[src/design/pid_pkg.sv]
package pid_pkg;
  localparam int DATA_W       = 16;
  localparam int ACC_W        = 40;
  localparam int ADDR_W       = 8;
  localparam int SHIFT_W      = 6;
  localparam int DL_LEN       = 3;
  localparam int CF_LEN       = 4;
  localparam int SETUP_CYCLES = 7;
  localparam logic [1:0] STEP = 2'h1;
  // Register byte offsets
  localparam logic [7:0] CTRL_OFF   = 8'h00;
  localparam logic [7:0] STATUS_OFF = 8'h04;
  localparam logic [7:0] ERROR_OFF  = 8'h08;
  localparam logic [7:0] SCALE_OFF  = 8'h0c;
  localparam logic [7:0] OUTPUT_OFF = 8'h10;
  localparam logic [7:0] PTR_OFF    = 8'h14;
  localparam logic [7:0] COEFF_OFF  = 8'h20;
  localparam logic [7:0] DELAY_OFF  = 8'h30;
  // Field positions
  localparam int CTRL_START_BIT = 0;
  localparam int CTRL_SLOW_BIT  = 1;
  localparam int ST_BUSY_BIT    = 0;
  localparam int ST_DONE_BIT    = 1;
  localparam int ST_SETUP_BIT   = 2;
  localparam int PTR_CF_POS     = 8;
  // Reset values, rounding bias and bus response codes
  localparam logic [DATA_W-1:0] DATA_RST = 16'h0000;
  localparam logic [SHIFT_W-1:0] SHIFT_RST = 6'h00;
  localparam logic [1:0]        PTR_RST  = 2'h0;
  localparam logic [ACC_W-1:0]  ROUND_BIAS = 40'h0000008000;
  localparam logic [1:0] RESP_OKAY   = 2'h0;
  localparam logic [1:0] RESP_SLVERR = 2'h2;

  typedef struct packed {
    logic [ADDR_W-1:0] awaddr;
    logic              awvalid;
    logic [31:0]       wdata;
    logic [3:0]        wstrb;
    logic              wvalid;
    logic              bready;
    logic [ADDR_W-1:0] araddr;
    logic              arvalid;
    logic              rready;
  } axi_req_t;

  typedef struct packed {
    logic        awready;
    logic        wready;
    logic [1:0]  bresp;
    logic        bvalid;
    logic        arready;
    logic [31:0] rdata;
    logic [1:0]  rresp;
    logic        rvalid;
  } axi_rsp_t;

  typedef enum logic [3:0] {
    ST_IDLE, ST_SETUP, ST_FETCH, ST_MAC_A2, ST_MAC_A1, ST_MAC_A0, ST_MAC_B,
    ST_SHIFT, ST_STORE
  } state_t;
endpackage

[src/design/pid_control_datapath.sv]
// The address map and the AXI4-Lite register port are this design's own decisions.
`timescale 1ns/1ps
// Operation
// - U(n) = B*U(n-1) + A0*E(n) + A1*E(n-1) + A2*E(n-2).
// - Output register takes upper half of shifted accumulator at the end.
// - Scale factor in shift register; high accumulator word shifted arithmetically.
// - E(n-2), E(n-1), U(n-1) kept in wrapping delay line of three.
// - Delay line holds zeros after reset unless software loads values.
// - Four coefficients A2, A1, A0, B stored circularly, step one.
// - All values 1.15 signed fractions; products signed by signed.
// - Accumulate in stored order; round on the final B product.
// - Two pointers fetch operands in the same cycles as the MACs.
// - Delay line rewritten with old E(n-1), E(n), then U(n).
// - Computation takes 7 cycles fast or 11 cycles slow.
// - SETUP_COUNT setup cycles (7 by default, up to 15) after pointer or scale settings change.
// - Result follows incremental PID difference form.
module pid_control_datapath #(
  parameter int SETUP_COUNT = pid_pkg::SETUP_CYCLES
) (
  input  wire logic                          clk_in,
  input  wire logic                          rst_n_in,
  input  wire pid_pkg::axi_req_t             axi_req_in,
  output pid_pkg::axi_rsp_t                  axi_rsp_out,
  input  wire logic                          start_in,
  input  wire logic [pid_pkg::DATA_W-1:0]    error_in,
  output logic                               busy_out,
  output logic                               done_out,
  output logic [pid_pkg::DATA_W-1:0]         u_out
);
  localparam int DW = pid_pkg::DATA_W;
  localparam int AW = pid_pkg::ACC_W;

  if (SETUP_COUNT < 1 || SETUP_COUNT > 15) begin
    $error("SETUP_COUNT must be 1 to 15");
  end

  ////////////////////////////////////////////////////////////////////////////
  // Helpers
  function automatic logic [1:0] bump(input logic [1:0] p, input int len);
    bump = (p == 2'(len - 1)) ? 2'h0 : p + pid_pkg::STEP;
  endfunction

  // Fractional product is shifted left once, as a 1.15 by 1.15 multiply
  function automatic logic [AW-1:0] mac(input logic [AW-1:0] acc,
                                        input logic [DW-1:0] a,
                                        input logic [DW-1:0] b);
    logic signed [2*DW-1:0] p;
    p   = $signed(a) * $signed(b);
    mac = acc + {{(AW-2*DW-1){p[2*DW-1]}}, p, 1'b0};
  endfunction

  function automatic logic [DW-1:0] scale_up(input logic [DW-1:0] hi,
                                             input logic [pid_pkg::SHIFT_W-1:0] amt);
    logic signed [2*DW-1:0] w;
    logic [pid_pkg::SHIFT_W-1:0] mag;
    w   = $signed({hi, 16'h0000});
    // Negative amounts scale down; bits pushed past the top simply wrap
    mag = amt[pid_pkg::SHIFT_W-1] ? (~amt + 6'h01) : amt;
    w   = amt[pid_pkg::SHIFT_W-1] ? (w >>> mag) : (w <<< mag);
    scale_up = w[2*DW-1:DW];
  endfunction

  function automatic logic addr_ok(input logic [7:0] a);
    addr_ok = (a[1:0] == 2'h0) &&
              ((a <= pid_pkg::PTR_OFF) ||
               (a >= pid_pkg::COEFF_OFF && a < pid_pkg::DELAY_OFF + 8'h0c));
  endfunction

  function automatic logic [31:0] merge(input logic [31:0] old,
                                        input logic [31:0] d, input logic [3:0] s);
    for (int i = 0; i < 4; i++) begin
      old[8*i +: 8] = s[i] ? d[8*i +: 8] : old[8*i +: 8];
    end
    merge = old;
  endfunction

  ////////////////////////////////////////////////////////////////////////////
  // Register bus
  logic                aw_hold_reg, aw_hold_next, w_hold_reg, w_hold_next;
  logic [7:0]          aw_addr_reg, aw_addr_next;
  logic [31:0]         w_data_reg, w_data_next;
  logic [3:0]          w_strb_reg, w_strb_next;
  logic                bvalid_reg, bvalid_next, rvalid_reg, rvalid_next;
  logic [1:0]          bresp_reg, bresp_next, rresp_reg, rresp_next;
  logic [31:0]         rdata_reg, rdata_next, rd_word;
  logic                wr_en;

  // Core state
  pid_pkg::state_t     st_reg, st_next;
  logic                slow_reg, slow_next, hold_reg, hold_next;
  logic                dirty_reg, dirty_next, done_reg, done_next;
  logic                done_flag_reg, done_flag_next;
  logic [3:0]          setup_cnt_reg, setup_cnt_next;
  logic [DW-1:0]       err_reg, err_next, out_reg, out_next;
  logic [DW-1:0]       x0_reg, x0_next, x1_reg, x1_next, c_reg, c_next;
  logic [DW-1:0]       sr_reg, sr_next;
  logic [pid_pkg::SHIFT_W-1:0] scale_reg, scale_next;
  logic [1:0]          dp_reg, dp_next, cp_reg, cp_next;
  logic [AW-1:0]       acc_reg, acc_next;
  logic [DW-1:0]       dl_reg [pid_pkg::DL_LEN];
  logic [DW-1:0]       dl_next [pid_pkg::DL_LEN];
  logic [DW-1:0]       cf_reg [pid_pkg::CF_LEN];
  logic [DW-1:0]       cf_next [pid_pkg::CF_LEN];
  logic [31:0]         wv;
  logic                sw_start, idle, stall;

  assign wr_en = aw_hold_reg && w_hold_reg;
  assign idle  = (st_reg == pid_pkg::ST_IDLE);

  always_comb begin
    rd_word = 32'h0;
    unique case (axi_req_in.araddr)
      pid_pkg::CTRL_OFF:   rd_word[pid_pkg::CTRL_SLOW_BIT] = slow_reg;
      pid_pkg::STATUS_OFF: rd_word[2:0] = {dirty_reg, done_flag_reg, !idle};
      pid_pkg::ERROR_OFF:  rd_word[DW-1:0] = err_reg;
      pid_pkg::SCALE_OFF:  rd_word[pid_pkg::SHIFT_W-1:0] = scale_reg;
      pid_pkg::OUTPUT_OFF: rd_word[DW-1:0] = out_reg;
      pid_pkg::PTR_OFF:    rd_word = {22'h0, cp_reg, 6'h00, dp_reg};
      default: begin
        if (axi_req_in.araddr[7:4] == pid_pkg::COEFF_OFF[7:4]) begin
          rd_word[DW-1:0] = cf_reg[axi_req_in.araddr[3:2]];
        end else if (axi_req_in.araddr[7:4] == pid_pkg::DELAY_OFF[7:4] &&
                     axi_req_in.araddr[3:2] != 2'h3) begin
          rd_word[DW-1:0] = dl_reg[axi_req_in.araddr[3:2]];
        end
      end
    endcase
  end

  always_comb begin
    aw_hold_next = aw_hold_reg;
    aw_addr_next = aw_addr_reg;
    w_hold_next  = w_hold_reg;
    w_data_next  = w_data_reg;
    w_strb_next  = w_strb_reg;
    bvalid_next  = bvalid_reg;
    bresp_next   = bresp_reg;
    rvalid_next  = rvalid_reg;
    rresp_next   = rresp_reg;
    rdata_next   = rdata_reg;
    if (axi_rsp_out.awready && axi_req_in.awvalid) begin
      aw_hold_next = 1'b1;
      aw_addr_next = axi_req_in.awaddr;
    end
    if (axi_rsp_out.wready && axi_req_in.wvalid) begin
      w_hold_next = 1'b1;
      w_data_next = axi_req_in.wdata;
      w_strb_next = axi_req_in.wstrb;
    end
    if (wr_en) begin
      aw_hold_next = 1'b0;
      w_hold_next  = 1'b0;
      bvalid_next  = 1'b1;
      bresp_next   = addr_ok(aw_addr_reg) ? pid_pkg::RESP_OKAY : pid_pkg::RESP_SLVERR;
    end else if (bvalid_reg && axi_req_in.bready) begin
      bvalid_next = 1'b0;
    end
    if (axi_rsp_out.arready && axi_req_in.arvalid) begin
      rvalid_next = 1'b1;
      rdata_next  = rd_word;
      rresp_next  = addr_ok(axi_req_in.araddr) ? pid_pkg::RESP_OKAY : pid_pkg::RESP_SLVERR;
    end else if (rvalid_reg && axi_req_in.rready) begin
      rvalid_next = 1'b0;
    end
  end

  always_ff @(posedge clk_in) begin
    if (!rst_n_in) begin
      aw_hold_reg <= 1'b0;
      aw_addr_reg <= 8'h00;
      w_hold_reg  <= 1'b0;
      w_data_reg  <= 32'h0;
      w_strb_reg  <= 4'h0;
      bvalid_reg  <= 1'b0;
      bresp_reg   <= pid_pkg::RESP_OKAY;
      rvalid_reg  <= 1'b0;
      rresp_reg   <= pid_pkg::RESP_OKAY;
      rdata_reg   <= 32'h0;
    end else begin
      aw_hold_reg <= aw_hold_next;
      aw_addr_reg <= aw_addr_next;
      w_hold_reg  <= w_hold_next;
      w_data_reg  <= w_data_next;
      w_strb_reg  <= w_strb_next;
      bvalid_reg  <= bvalid_next;
      bresp_reg   <= bresp_next;
      rvalid_reg  <= rvalid_next;
      rresp_reg   <= rresp_next;
      rdata_reg   <= rdata_next;
    end
  end

  assign axi_rsp_out = '{awready: !aw_hold_reg && !bvalid_reg,
                         wready:  !w_hold_reg && !bvalid_reg,
                         bresp:   bresp_reg, bvalid: bvalid_reg,
                         arready: !rvalid_reg, rdata: rdata_reg,
                         rresp:   rresp_reg, rvalid: rvalid_reg};

  ////////////////////////////////////////////////////////////////////////////
  // Controller core
  always_comb begin
    st_next = st_reg;         slow_next = slow_reg;     hold_next = 1'b0;
    dirty_next = dirty_reg;   done_next = 1'b0;         done_flag_next = done_flag_reg;
    setup_cnt_next = setup_cnt_reg;
    err_next = err_reg;       out_next = out_reg;       sr_next = sr_reg;
    x0_next = x0_reg;         x1_next = x1_reg;         c_next = c_reg;
    scale_next = scale_reg;   dp_next = dp_reg;         cp_next = cp_reg;
    acc_next = acc_reg;       dl_next = dl_reg;         cf_next = cf_reg;
    sw_start = 1'b0;
    wv = 32'h0;
    // Register writes; array and pointer writes are dropped while busy
    if (wr_en) begin
      unique case (aw_addr_reg)
        pid_pkg::CTRL_OFF: begin
          wv = merge({30'h0, slow_reg, 1'b0}, w_data_reg, w_strb_reg);
          slow_next = wv[pid_pkg::CTRL_SLOW_BIT];
          sw_start  = wv[pid_pkg::CTRL_START_BIT];
        end
        pid_pkg::STATUS_OFF: begin
          wv = merge(32'h0, w_data_reg, w_strb_reg);
          if (wv[pid_pkg::ST_DONE_BIT]) done_flag_next = 1'b0;
        end
        pid_pkg::ERROR_OFF: begin
          wv = merge({16'h0, err_reg}, w_data_reg, w_strb_reg);
          err_next = wv[DW-1:0];
        end
        pid_pkg::SCALE_OFF: begin
          wv = merge({26'h0, scale_reg}, w_data_reg, w_strb_reg);
          scale_next = wv[pid_pkg::SHIFT_W-1:0];
          dirty_next = 1'b1;
        end
        pid_pkg::PTR_OFF: begin
          wv = merge({22'h0, cp_reg, 6'h00, dp_reg}, w_data_reg, w_strb_reg);
          if (idle) begin
            dp_next    = (wv[1:0] > 2'h2) ? 2'h0 : wv[1:0];
            cp_next    = wv[pid_pkg::PTR_CF_POS+1:pid_pkg::PTR_CF_POS];
            dirty_next = 1'b1;
          end
        end
        default: begin
          if (idle && aw_addr_reg[7:4] == pid_pkg::COEFF_OFF[7:4]) begin
            wv = merge({16'h0, cf_reg[aw_addr_reg[3:2]]}, w_data_reg, w_strb_reg);
            cf_next[aw_addr_reg[3:2]] = wv[DW-1:0];
          end else if (idle && aw_addr_reg[7:4] == pid_pkg::DELAY_OFF[7:4] &&
                       aw_addr_reg[3:2] != 2'h3) begin
            wv = merge({16'h0, dl_reg[aw_addr_reg[3:2]]}, w_data_reg, w_strb_reg);
            dl_next[aw_addr_reg[3:2]] = wv[DW-1:0];
          end
        end
      endcase
    end
    // Slow variant spends a second cycle in each multiply step
    stall = slow_reg && !hold_reg;
    unique case (st_reg)
      pid_pkg::ST_IDLE: begin
        if (start_in || sw_start) begin
          if (start_in) err_next = error_in;
          st_next = dirty_reg ? pid_pkg::ST_SETUP : pid_pkg::ST_FETCH;
          setup_cnt_next = 4'(SETUP_COUNT - 1);
        end
      end
      pid_pkg::ST_SETUP: begin
        setup_cnt_next = setup_cnt_reg - 4'h1;
        if (setup_cnt_reg == 4'h0) begin
          dirty_next = 1'b0;
          st_next    = pid_pkg::ST_FETCH;
        end
      end
      pid_pkg::ST_FETCH: begin
        x0_next = dl_reg[dp_reg];
        c_next  = cf_reg[cp_reg];
        dp_next = bump(dp_reg, pid_pkg::DL_LEN);
        cp_next = bump(cp_reg, pid_pkg::CF_LEN);
        st_next = pid_pkg::ST_MAC_A2;
      end
      pid_pkg::ST_MAC_A2: begin
        hold_next = stall;
        if (!stall) begin
          acc_next = mac('0, x0_reg, c_reg);
          x1_next  = dl_reg[dp_reg];
          c_next   = cf_reg[cp_reg];
          dp_next  = bump(dp_reg, pid_pkg::DL_LEN);
          cp_next  = bump(cp_reg, pid_pkg::CF_LEN);
          st_next  = pid_pkg::ST_MAC_A1;
        end
      end
      pid_pkg::ST_MAC_A1: begin
        hold_next = stall;
        if (!stall) begin
          acc_next = mac(acc_reg, x1_reg, c_reg);
          c_next   = cf_reg[cp_reg];
          cp_next  = bump(cp_reg, pid_pkg::CF_LEN);
          st_next  = pid_pkg::ST_MAC_A0;
        end
      end
      pid_pkg::ST_MAC_A0: begin
        hold_next = stall;
        if (!stall) begin
          acc_next = mac(acc_reg, err_reg, c_reg);
          x0_next  = dl_reg[dp_reg];
          c_next   = cf_reg[cp_reg];
          dp_next  = bump(dp_reg, pid_pkg::DL_LEN);
          cp_next  = bump(cp_reg, pid_pkg::CF_LEN);
          st_next  = pid_pkg::ST_MAC_B;
        end
      end
      pid_pkg::ST_MAC_B: begin
        hold_next = stall;
        if (!stall) begin
          // Rounding bias joins only the last product, at bit 15
          acc_next = mac(acc_reg, x0_reg, c_reg) + pid_pkg::ROUND_BIAS;
          dl_next[dp_reg] = x1_reg;
          dp_next = bump(dp_reg, pid_pkg::DL_LEN);
          st_next = pid_pkg::ST_SHIFT;
        end
      end
      pid_pkg::ST_SHIFT: begin
        sr_next = scale_up(acc_reg[2*DW-1:DW], scale_reg);
        dl_next[dp_reg] = err_reg;
        dp_next = bump(dp_reg, pid_pkg::DL_LEN);
        st_next = pid_pkg::ST_STORE;
      end
      pid_pkg::ST_STORE: begin
        dl_next[dp_reg] = sr_reg;
        dp_next = bump(dp_reg, pid_pkg::DL_LEN);
        out_next = sr_reg;
        done_next = 1'b1;
        done_flag_next = 1'b1;
        st_next = pid_pkg::ST_IDLE;
      end
      default: st_next = pid_pkg::ST_IDLE;
    endcase
  end

  always_ff @(posedge clk_in) begin
    if (!rst_n_in) begin
      st_reg        <= pid_pkg::ST_IDLE;
      slow_reg      <= 1'b0;
      hold_reg      <= 1'b0;
      dirty_reg     <= 1'b0;
      done_reg      <= 1'b0;
      done_flag_reg <= 1'b0;
      setup_cnt_reg <= 4'h0;
      err_reg       <= pid_pkg::DATA_RST;
      out_reg       <= pid_pkg::DATA_RST;
      sr_reg        <= pid_pkg::DATA_RST;
      x0_reg        <= pid_pkg::DATA_RST;
      x1_reg        <= pid_pkg::DATA_RST;
      c_reg         <= pid_pkg::DATA_RST;
      scale_reg     <= pid_pkg::SHIFT_RST;
      dp_reg        <= pid_pkg::PTR_RST;
      cp_reg        <= pid_pkg::PTR_RST;
      acc_reg       <= '0;
      dl_reg        <= '{default: pid_pkg::DATA_RST};
      cf_reg        <= '{default: pid_pkg::DATA_RST};
    end else begin
      st_reg        <= st_next;
      slow_reg      <= slow_next;
      hold_reg      <= hold_next;
      dirty_reg     <= dirty_next;
      done_reg      <= done_next;
      done_flag_reg <= done_flag_next;
      setup_cnt_reg <= setup_cnt_next;
      err_reg       <= err_next;
      out_reg       <= out_next;
      sr_reg        <= sr_next;
      x0_reg        <= x0_next;
      x1_reg        <= x1_next;
      c_reg         <= c_next;
      scale_reg     <= scale_next;
      dp_reg        <= dp_next;
      cp_reg        <= cp_next;
      acc_reg       <= acc_next;
      dl_reg        <= dl_next;
      cf_reg        <= cf_next;
    end
  end

  assign busy_out = !idle;
  assign done_out = done_reg;
  assign u_out    = out_reg;
endmodule

[config.mk]
export PLATFORM = sky130hd
export DESIGN_NAME = pid_control_datapath
export DESIGN_NICKNAME = d
export VERILOG_FILES = /design/src/design/pid_pkg.sv /design/src/design/pid_control_datapath.sv
export SDC_FILE = /design/constraint.sdc
export NUM_CORES = 2
export LEC_CHECK = 0
export ABC_CLOCK_PERIOD_IN_PS = 7900
export BUFFER_PORTS_ARGS = -buffer_cell sky130_fd_sc_hd__buf_2
export CAP_MARGIN = 20
export CORE_MARGIN = 1.5
export CORE_UTILIZATION = 59
export CTS_CLUSTER_DIAMETER = 80
export DETAILED_ROUTE_END_ITERATION = 8
export PLACE_DENSITY = 0.79
export SYNTH_ARGS = -nofsm -noshare
export SYNTH_HDL_FRONTEND = slang
export SYNTH_SLANG_ARGS = --single-unit
[constraint.sdc]
create_clock -name clk_in -period 7.9 [get_ports clk_in]
set_input_delay 0.395 -clock clk_in [delete_from_list [all_inputs] [get_ports clk_in]]
set_output_delay 0.395 -clock clk_in [all_outputs]
set_load 0.02 [all_outputs]
# Word level (Yosys, flattened, before mapping)
# Index checks and enable logic that the tools add are counted.
[totals] input_bits=76 wordCells=270 reg_bits=321
[op_classes] bitwise=8 n_shift=2 n_reduce_logical=63 eq_ne=32 add_sub_neg=8 n_lt_le_gt_ge=13 multipliers=3 n_mux=107
[op_table] op="2-to-1 mux 16 bit" n=23
[op_table] op="2-to-1 mux 48 bit" n=5
[op_table] op="binary-select mux 16 bit (select 2 bit)" n=6
[op_table] op="bitwise mux 48 bit" n=4
[op_table] op="2-to-1 mux 40 bit" n=4
[op_table] op="case mux 40 bit (4 select lines)" n=1
[op_table] op="case mux 48 bit (3 select lines)" n=1
[op_table] op="adder 40 bit" n=3
[op_table] op="multiplier 16 x 16 -> 32 bit" n=3
[op_table] op="bitwise mux 64 bit" n=1
[op_table] op="demux 16 bit (select 2 bit)" n=2
[op_table] op="case mux 16 bit (2 select lines)" n=2
[op_table] op="2-to-1 mux 8 bit" n=6
[op_table] op="adder 40 x 16 -> 40 bit (second input constant)" n=1
[op_table] op="case mux 10 bit (4 select lines)" n=1
[op_table] op="2-to-1 mux 2 bit" n=17
[op_table] op="== test 8 x 4 -> 1 bit (second input constant)" n=4
[op_table] op="2-to-1 mux 32 bit" n=1
[op_table] op="case mux 4 bit (8 select lines)" n=1
[op_table] op="<<< shifter 32 x 6 -> 32 bit" n=1
[op_table] op=">>> shifter 32 x 6 -> 32 bit" n=1
[op_table] op="2-to-1 mux 4 bit" n=7
[op_table] op="== test 4 x 2 -> 1 bit (second input constant)" n=6
[op_table] op="== test 8 x 5 -> 1 bit (second input constant)" n=3
[op_table] op="other kinds (43)" n=132

# Longest topological paths before layout
[depth] depth_word=13 depth_mapped=36 depth_no_buf=34

# Least setup slack after synthesis
# No wires, ideal clock.
[synth_timing] kind="flip-flop to flip-flop" start="register c_reg[7]" end="register acc_reg[31]" n_path_buf=2 setup_ns=0.075 synth_period_minus_slack_ns=8.055 stages_incl_launch_ff=35 required_ns=7.825 setup_slack_ns=-0.155 arrival_time_ns=7.980 path_cell_list="dfxtp_1 clkbuf_1 clkbuf_1 nand2_1 fa_1 inv_1 fa_1 inv_1 fa_1 inv_1 fa_1 fa_1 inv_1 fa_1 inv_1 ha_1 a21oi_1 o211ai_1 or3_1 o221a_4 a41oi_4 o211ai_1 a21oi_2 xnor2_1 ha_1 ha_1 a21o_1 a21o_1 o21ai_0 nand2b_1 a31o_2 a21oi_1 xnor2_1 a21oi_1 o22ai_1"
[synth_between] elab_chain_len=5 elab_cells_between_ends=12 cone_classes="4 x add/sub; 3 x mul; 5 x mux"
[synth_lines] element="start: declaration" line="pid_control_datapath.sv:95" rtl="logic [DW-1:0] x0_reg, x0_next, x1_reg, x1_next, c_reg, c_next;"
[synth_lines] element="start signal: assignment" line="pid_control_datapath.sv:349" rtl="c_reg <= pid_pkg::DATA_RST;"
[synth_lines] element="start signal: assignment" line="pid_control_datapath.sv:369" rtl="c_reg <= c_next;"
[synth_lines] element="multiplier 16 x 16 -> 32 bit" line="pid_control_datapath.sv:48" rtl="p = $signed(a) * $signed(b);"
[synth_lines] element="adder 40 bit" line="pid_control_datapath.sv:49" rtl="mac = acc + {{(AW-2*DW-1){p[2*DW-1]}}, p, 1'b0};"
[synth_lines] element="adder 40 x 16 -> 40 bit" line="pid_control_datapath.sv:311" rtl="acc_next = mac(acc_reg, x0_reg, c_reg) + pid_pkg::ROUND_BIAS;"
[synth_lines] element="2-to-1 mux 40 bit" line="pid_control_datapath.sv:309" rtl="if (!stall) begin"
[synth_lines] element="case mux 40 bit (4 select lines) *" line="pid_control_datapath.sv:254" rtl="unique case (st_reg)"
[synth_lines] element="end signal: assignment" line="pid_control_datapath.sv:373" rtl="acc_reg <= acc_next;"
[synth_lines] element="end: declaration" line="pid_control_datapath.sv:99" rtl="logic [AW-1:0] acc_reg, acc_next;"
# Every way passes the cells marked *; elsewhere a longest branch is shown, timed or not. The select of a mux whose other input is x is not followed.
# A chain may end at the register's enable or synchronous reset.

# Worst setup path after layout
[layout_timing] start="register x1_reg[8]" end="register acc_reg[28]"
[layout_between] elab_chain_len=4
[layout_lines] element="start: declaration" line="pid_control_datapath.sv:95"
[layout_lines] element="start signal: assignment" line="pid_control_datapath.sv:348" rtl="x1_reg <= pid_pkg::DATA_RST;"
[layout_lines] element="start signal: assignment" line="pid_control_datapath.sv:368" rtl="x1_reg <= x1_next;"
[layout_lines] element="multiplier 16 x 16 -> 32 bit" line="pid_control_datapath.sv:48"
[layout_lines] element="adder 40 bit" line="pid_control_datapath.sv:49"
[layout_lines] element="2-to-1 mux 40 bit" line="pid_control_datapath.sv:289" rtl="if (!stall) begin"
[layout_lines] element="case mux 40 bit (4 select lines)" line="pid_control_datapath.sv:254"
# Every way passes these cells. The select of a mux whose other input is x is not followed.

==> impl_results.md <==
* Netlist cell types at 89
* Period utilization at 101%
* CTS clock-pin slew for the worst setup and hold paths at 0.06 ns
* ANT cells at 0
* Site row count at 105
* Clock share of power at 36.1%
* CP required at 8.37 ns
* Slew HR at 27.6%
* EDFF count, synth at 0
* Worst stage delay on the critical path at 0.59 ns
* Top FF cell, synth: dfxtp_1
* Die area at 85400 um^2
* Final std cells w/o fill at 7132
* Initial antenna violation count at 2
* Synth Instances at 5714
* Clock Sinks at 310
* Longest Clk Path Bufs at 3
* Fmax at 125 MHz
* Asr flop ratio synth at 0%
* Worst skew pair latency at 0.58 ns
* Commonest cells after routing, fill and taps aside: inv_1 (921), fa_1 (759), nand2_1 (604)
* Slack of the critical path at -0.0829 ns
* Cells after DPL at 7042
* Gr usage total at 35.0%
* # DRC at 0
* Worst EP arrival at 8.45 ns
* Number of global-route vias before repair at 43600
* Largest fanout on the critical path at 10
* Die Span Y at 292 um
* Initial DRC Count at 4112
* Comb pwr share at 27.3%
* Final setup vio count at 3
* PwrDens at 90.8 nW/um^2
* Placed Area at 53900 um^2
* Core region area at 82400 um^2
* Area Overhead vs Synth at 14.0%
* Minimum clock period at 7.98 ns
* Critical path class: reg -> reg
* Synthesis-stage register bit count at 310
* Die Width at 292 um
* CP max stage cell: dfxtp_1
* VDD IR max at 0.214 mV
* Average cell area after synthesis at 8.64 um^2
* RSZ-0062 raised after global routing: yes
* Fin Clk Skew at 0.0284 ns
* Switching pwr at 1.85 mW
* Sequential Power Share at 36.6%
* Power Total at 5.11 mW
* Top cells by area, synth: fa_1 (31%), dfxtp_1 (13%), ha_1 (8.4%)
* Routed wire length at 149000 um
* First-pass GRT wire length at 234000 um
* Inserted Clock Buffers at 38
* Warnings from Yosys at 0
* Startpoint types: flop
* CP endpoint kind: flop
* Largest net degree at the start of global routing at 125
* Violated checks: negative setup slack
* Final Slew Violations at 0
* Status: finished with violations
* Final instance area at 56300 um^2
* Routability congestion estimate at 0.962
* Commonest non-fill, non-tap cell in the layout: inv_1
* Gr ovfl total at 0
* Endpoints failing hold at 0
* Layout cell share with drive strength beyond 1 at 15.7%
* Vias per Instance at 5.99
* Vias at 42700
* First-pass DRT Iterations at 9
* Max_cap viols at 0
* Flip-flop count of the largest register after layout at 64
* Detail Route Antenna Nets at 0
* Synth area leader: fa_1
* Leakage power at 27.3 nW
* Top cell type's share of synthesized area at 31.2%
* Starting density of the core at 59.9%
* CTS tree: done
* HP Class: in -> reg
* Post-Syn Area at 49300 um^2
* Net Sw Frac at 36.2%
* H-tree level count at 2
* Nets at 7214
* IO Pins at 135
* Internal Power at 3.26 mW
* WL/cell at 20.9 um
* Port bufs at 98
* Post-detail-place hpwl at 116000 um
* Slew @ Worst Pin at 1.08 ns
* Clk root buf: clkbuf_16
* Worst path most repeated cell: fa_1
* Sequential area share after synthesis at 12.6%
[cell families after synthesis]
family | share of synthesized area, %
AOI/OAI and AO/OA | 13.2
xor gates and xnor gates | 2.66
adders and majority gates | 39.7
buffers and inverters | 9.97
DFF | 12.6
muxes | 6.18
other | 0.00760
and+or+nand+nor | 15.8
[final timing paths]
| kind | from | endpoint | slack [ns] | depth (start not counted) |
|---|---|---|---|---|
| setup / recovery | x1_reg[8]$_SDFFE_PN0P_ | acc_reg[28]$_SDFFE_PN0P_ | -0.08 | 32 |
| setup reg to reg | x1_reg[8]$_SDFFE_PN0P_ | acc_reg[28]$_SDFFE_PN0P_ | -0.08 | 32 |
| hold reg to reg | aw_addr_reg[6]$_SDFFE_PN0P_ | aw_addr_reg[6]$_SDFFE_PN0P_ | 0.46 | 2 |
| hold / removal | axi_req_in[27] | w_data_reg[11]$_SDFFE_PN0P_ | 0.05 | 3 |
[synthesized netlist by cell type, types with 8 or more instances]
master and n:
o211ai_1 21, nand2b_1 58, a21oi_1 255, nand4_1 10
nor2_1 432, dfxtp_1 310, ha_1 333, fa_1 770
a221o_1 8, or2_2 11, xor2_1 43, o21bai_1 15
a221oi_1 49, or3_1 15, nor2b_1 20, a222oi_1 19
o21a_1 33, buf_1 27, nand2_1 612, nand3_1 43
xnor2_1 99, a21o_1 60, nor3_1 57, mux2i_1 181
o31ai_1 15, o22a_1 49, and3_1 21, o21ai_0 160
and2_1 364, inv_1 925, o22ai_1 8, mux4_2 52
clkbuf_1 304, a211oi_1 164, a31oi_1 19, buf_4 21
[worst max-delay path, delay by kind of cell, from the launching register on]
kind	cells	cell delay, ns
flip-flops	1	0.59
XOR/XNOR	2	0.34
adder cells (fa/ha/maj)	8	3.52
buffers and inverters	7	0.80
AND/OR/NAND/NOR	2	0.19
AO/OA/AOI/OAI	13	2.43
[through the flow]
step | TNS (ns) | worst slack, ns | utilization (%) | hold slack (ns)
2_1_floorplan | 0 | 0.00301 | - | 0.436
3_3_place_gp | -2.30 | -0.470 | 65.5 | 0.444
3_5_place_dp | -2.81 | -0.500 | 65.5 | 0.455
4_1_cts | 0 | 0.00109 | 67.5 | 0.0330
5_1_grt | -1.88 | -0.314 | 68.3 | 0.0423
6_report | -0.0948 | -0.0829 | 68.3 | 0.0514
[routing by layer]
metal	vias to the layer above	share of wire, %	GRT usage, %
met4	4	8.7	25.1
li1	19000	-	-
met5	-	0.017	0
met3	600	9.1	6.26
met1	20900	37	43.7
met2	2207	45	55.2
[cell type report]
cell class                      instances  area [um^2]
Multi-Input combinational cell       4135        39100
Sequential cell                       310         6250
Timing Repair Buffer                  622         4800
Tap cell                             1070         1340
Fill cell                            6184        26100
Clock buffer                           52         1090
Inverter                              928         3490
Clock inverter                         15          208
[timing repair]
item	CTS	global route
endpoints found under the hold margin	1	0
cloned	1	1
gates resized for setup	76	128
pin swaps	40	100
buffers inserted	6	14
hold buffers	1	0
endpoints found under the setup margin	10	13
[power groups by stage]
stage                     combinational (mW)  sequential (mW)  clock (mW)
after CTS                               1.32             1.86        1.85
after global placement                  1.28             1.88           0
final                                   1.40             1.87        1.84
after global routing                    1.48             1.87        1.91
after detailed placement                1.31             1.89           0
after floorplan                        0.833             1.77           0
Note: power is estimated with default switching activity, not from simulation.
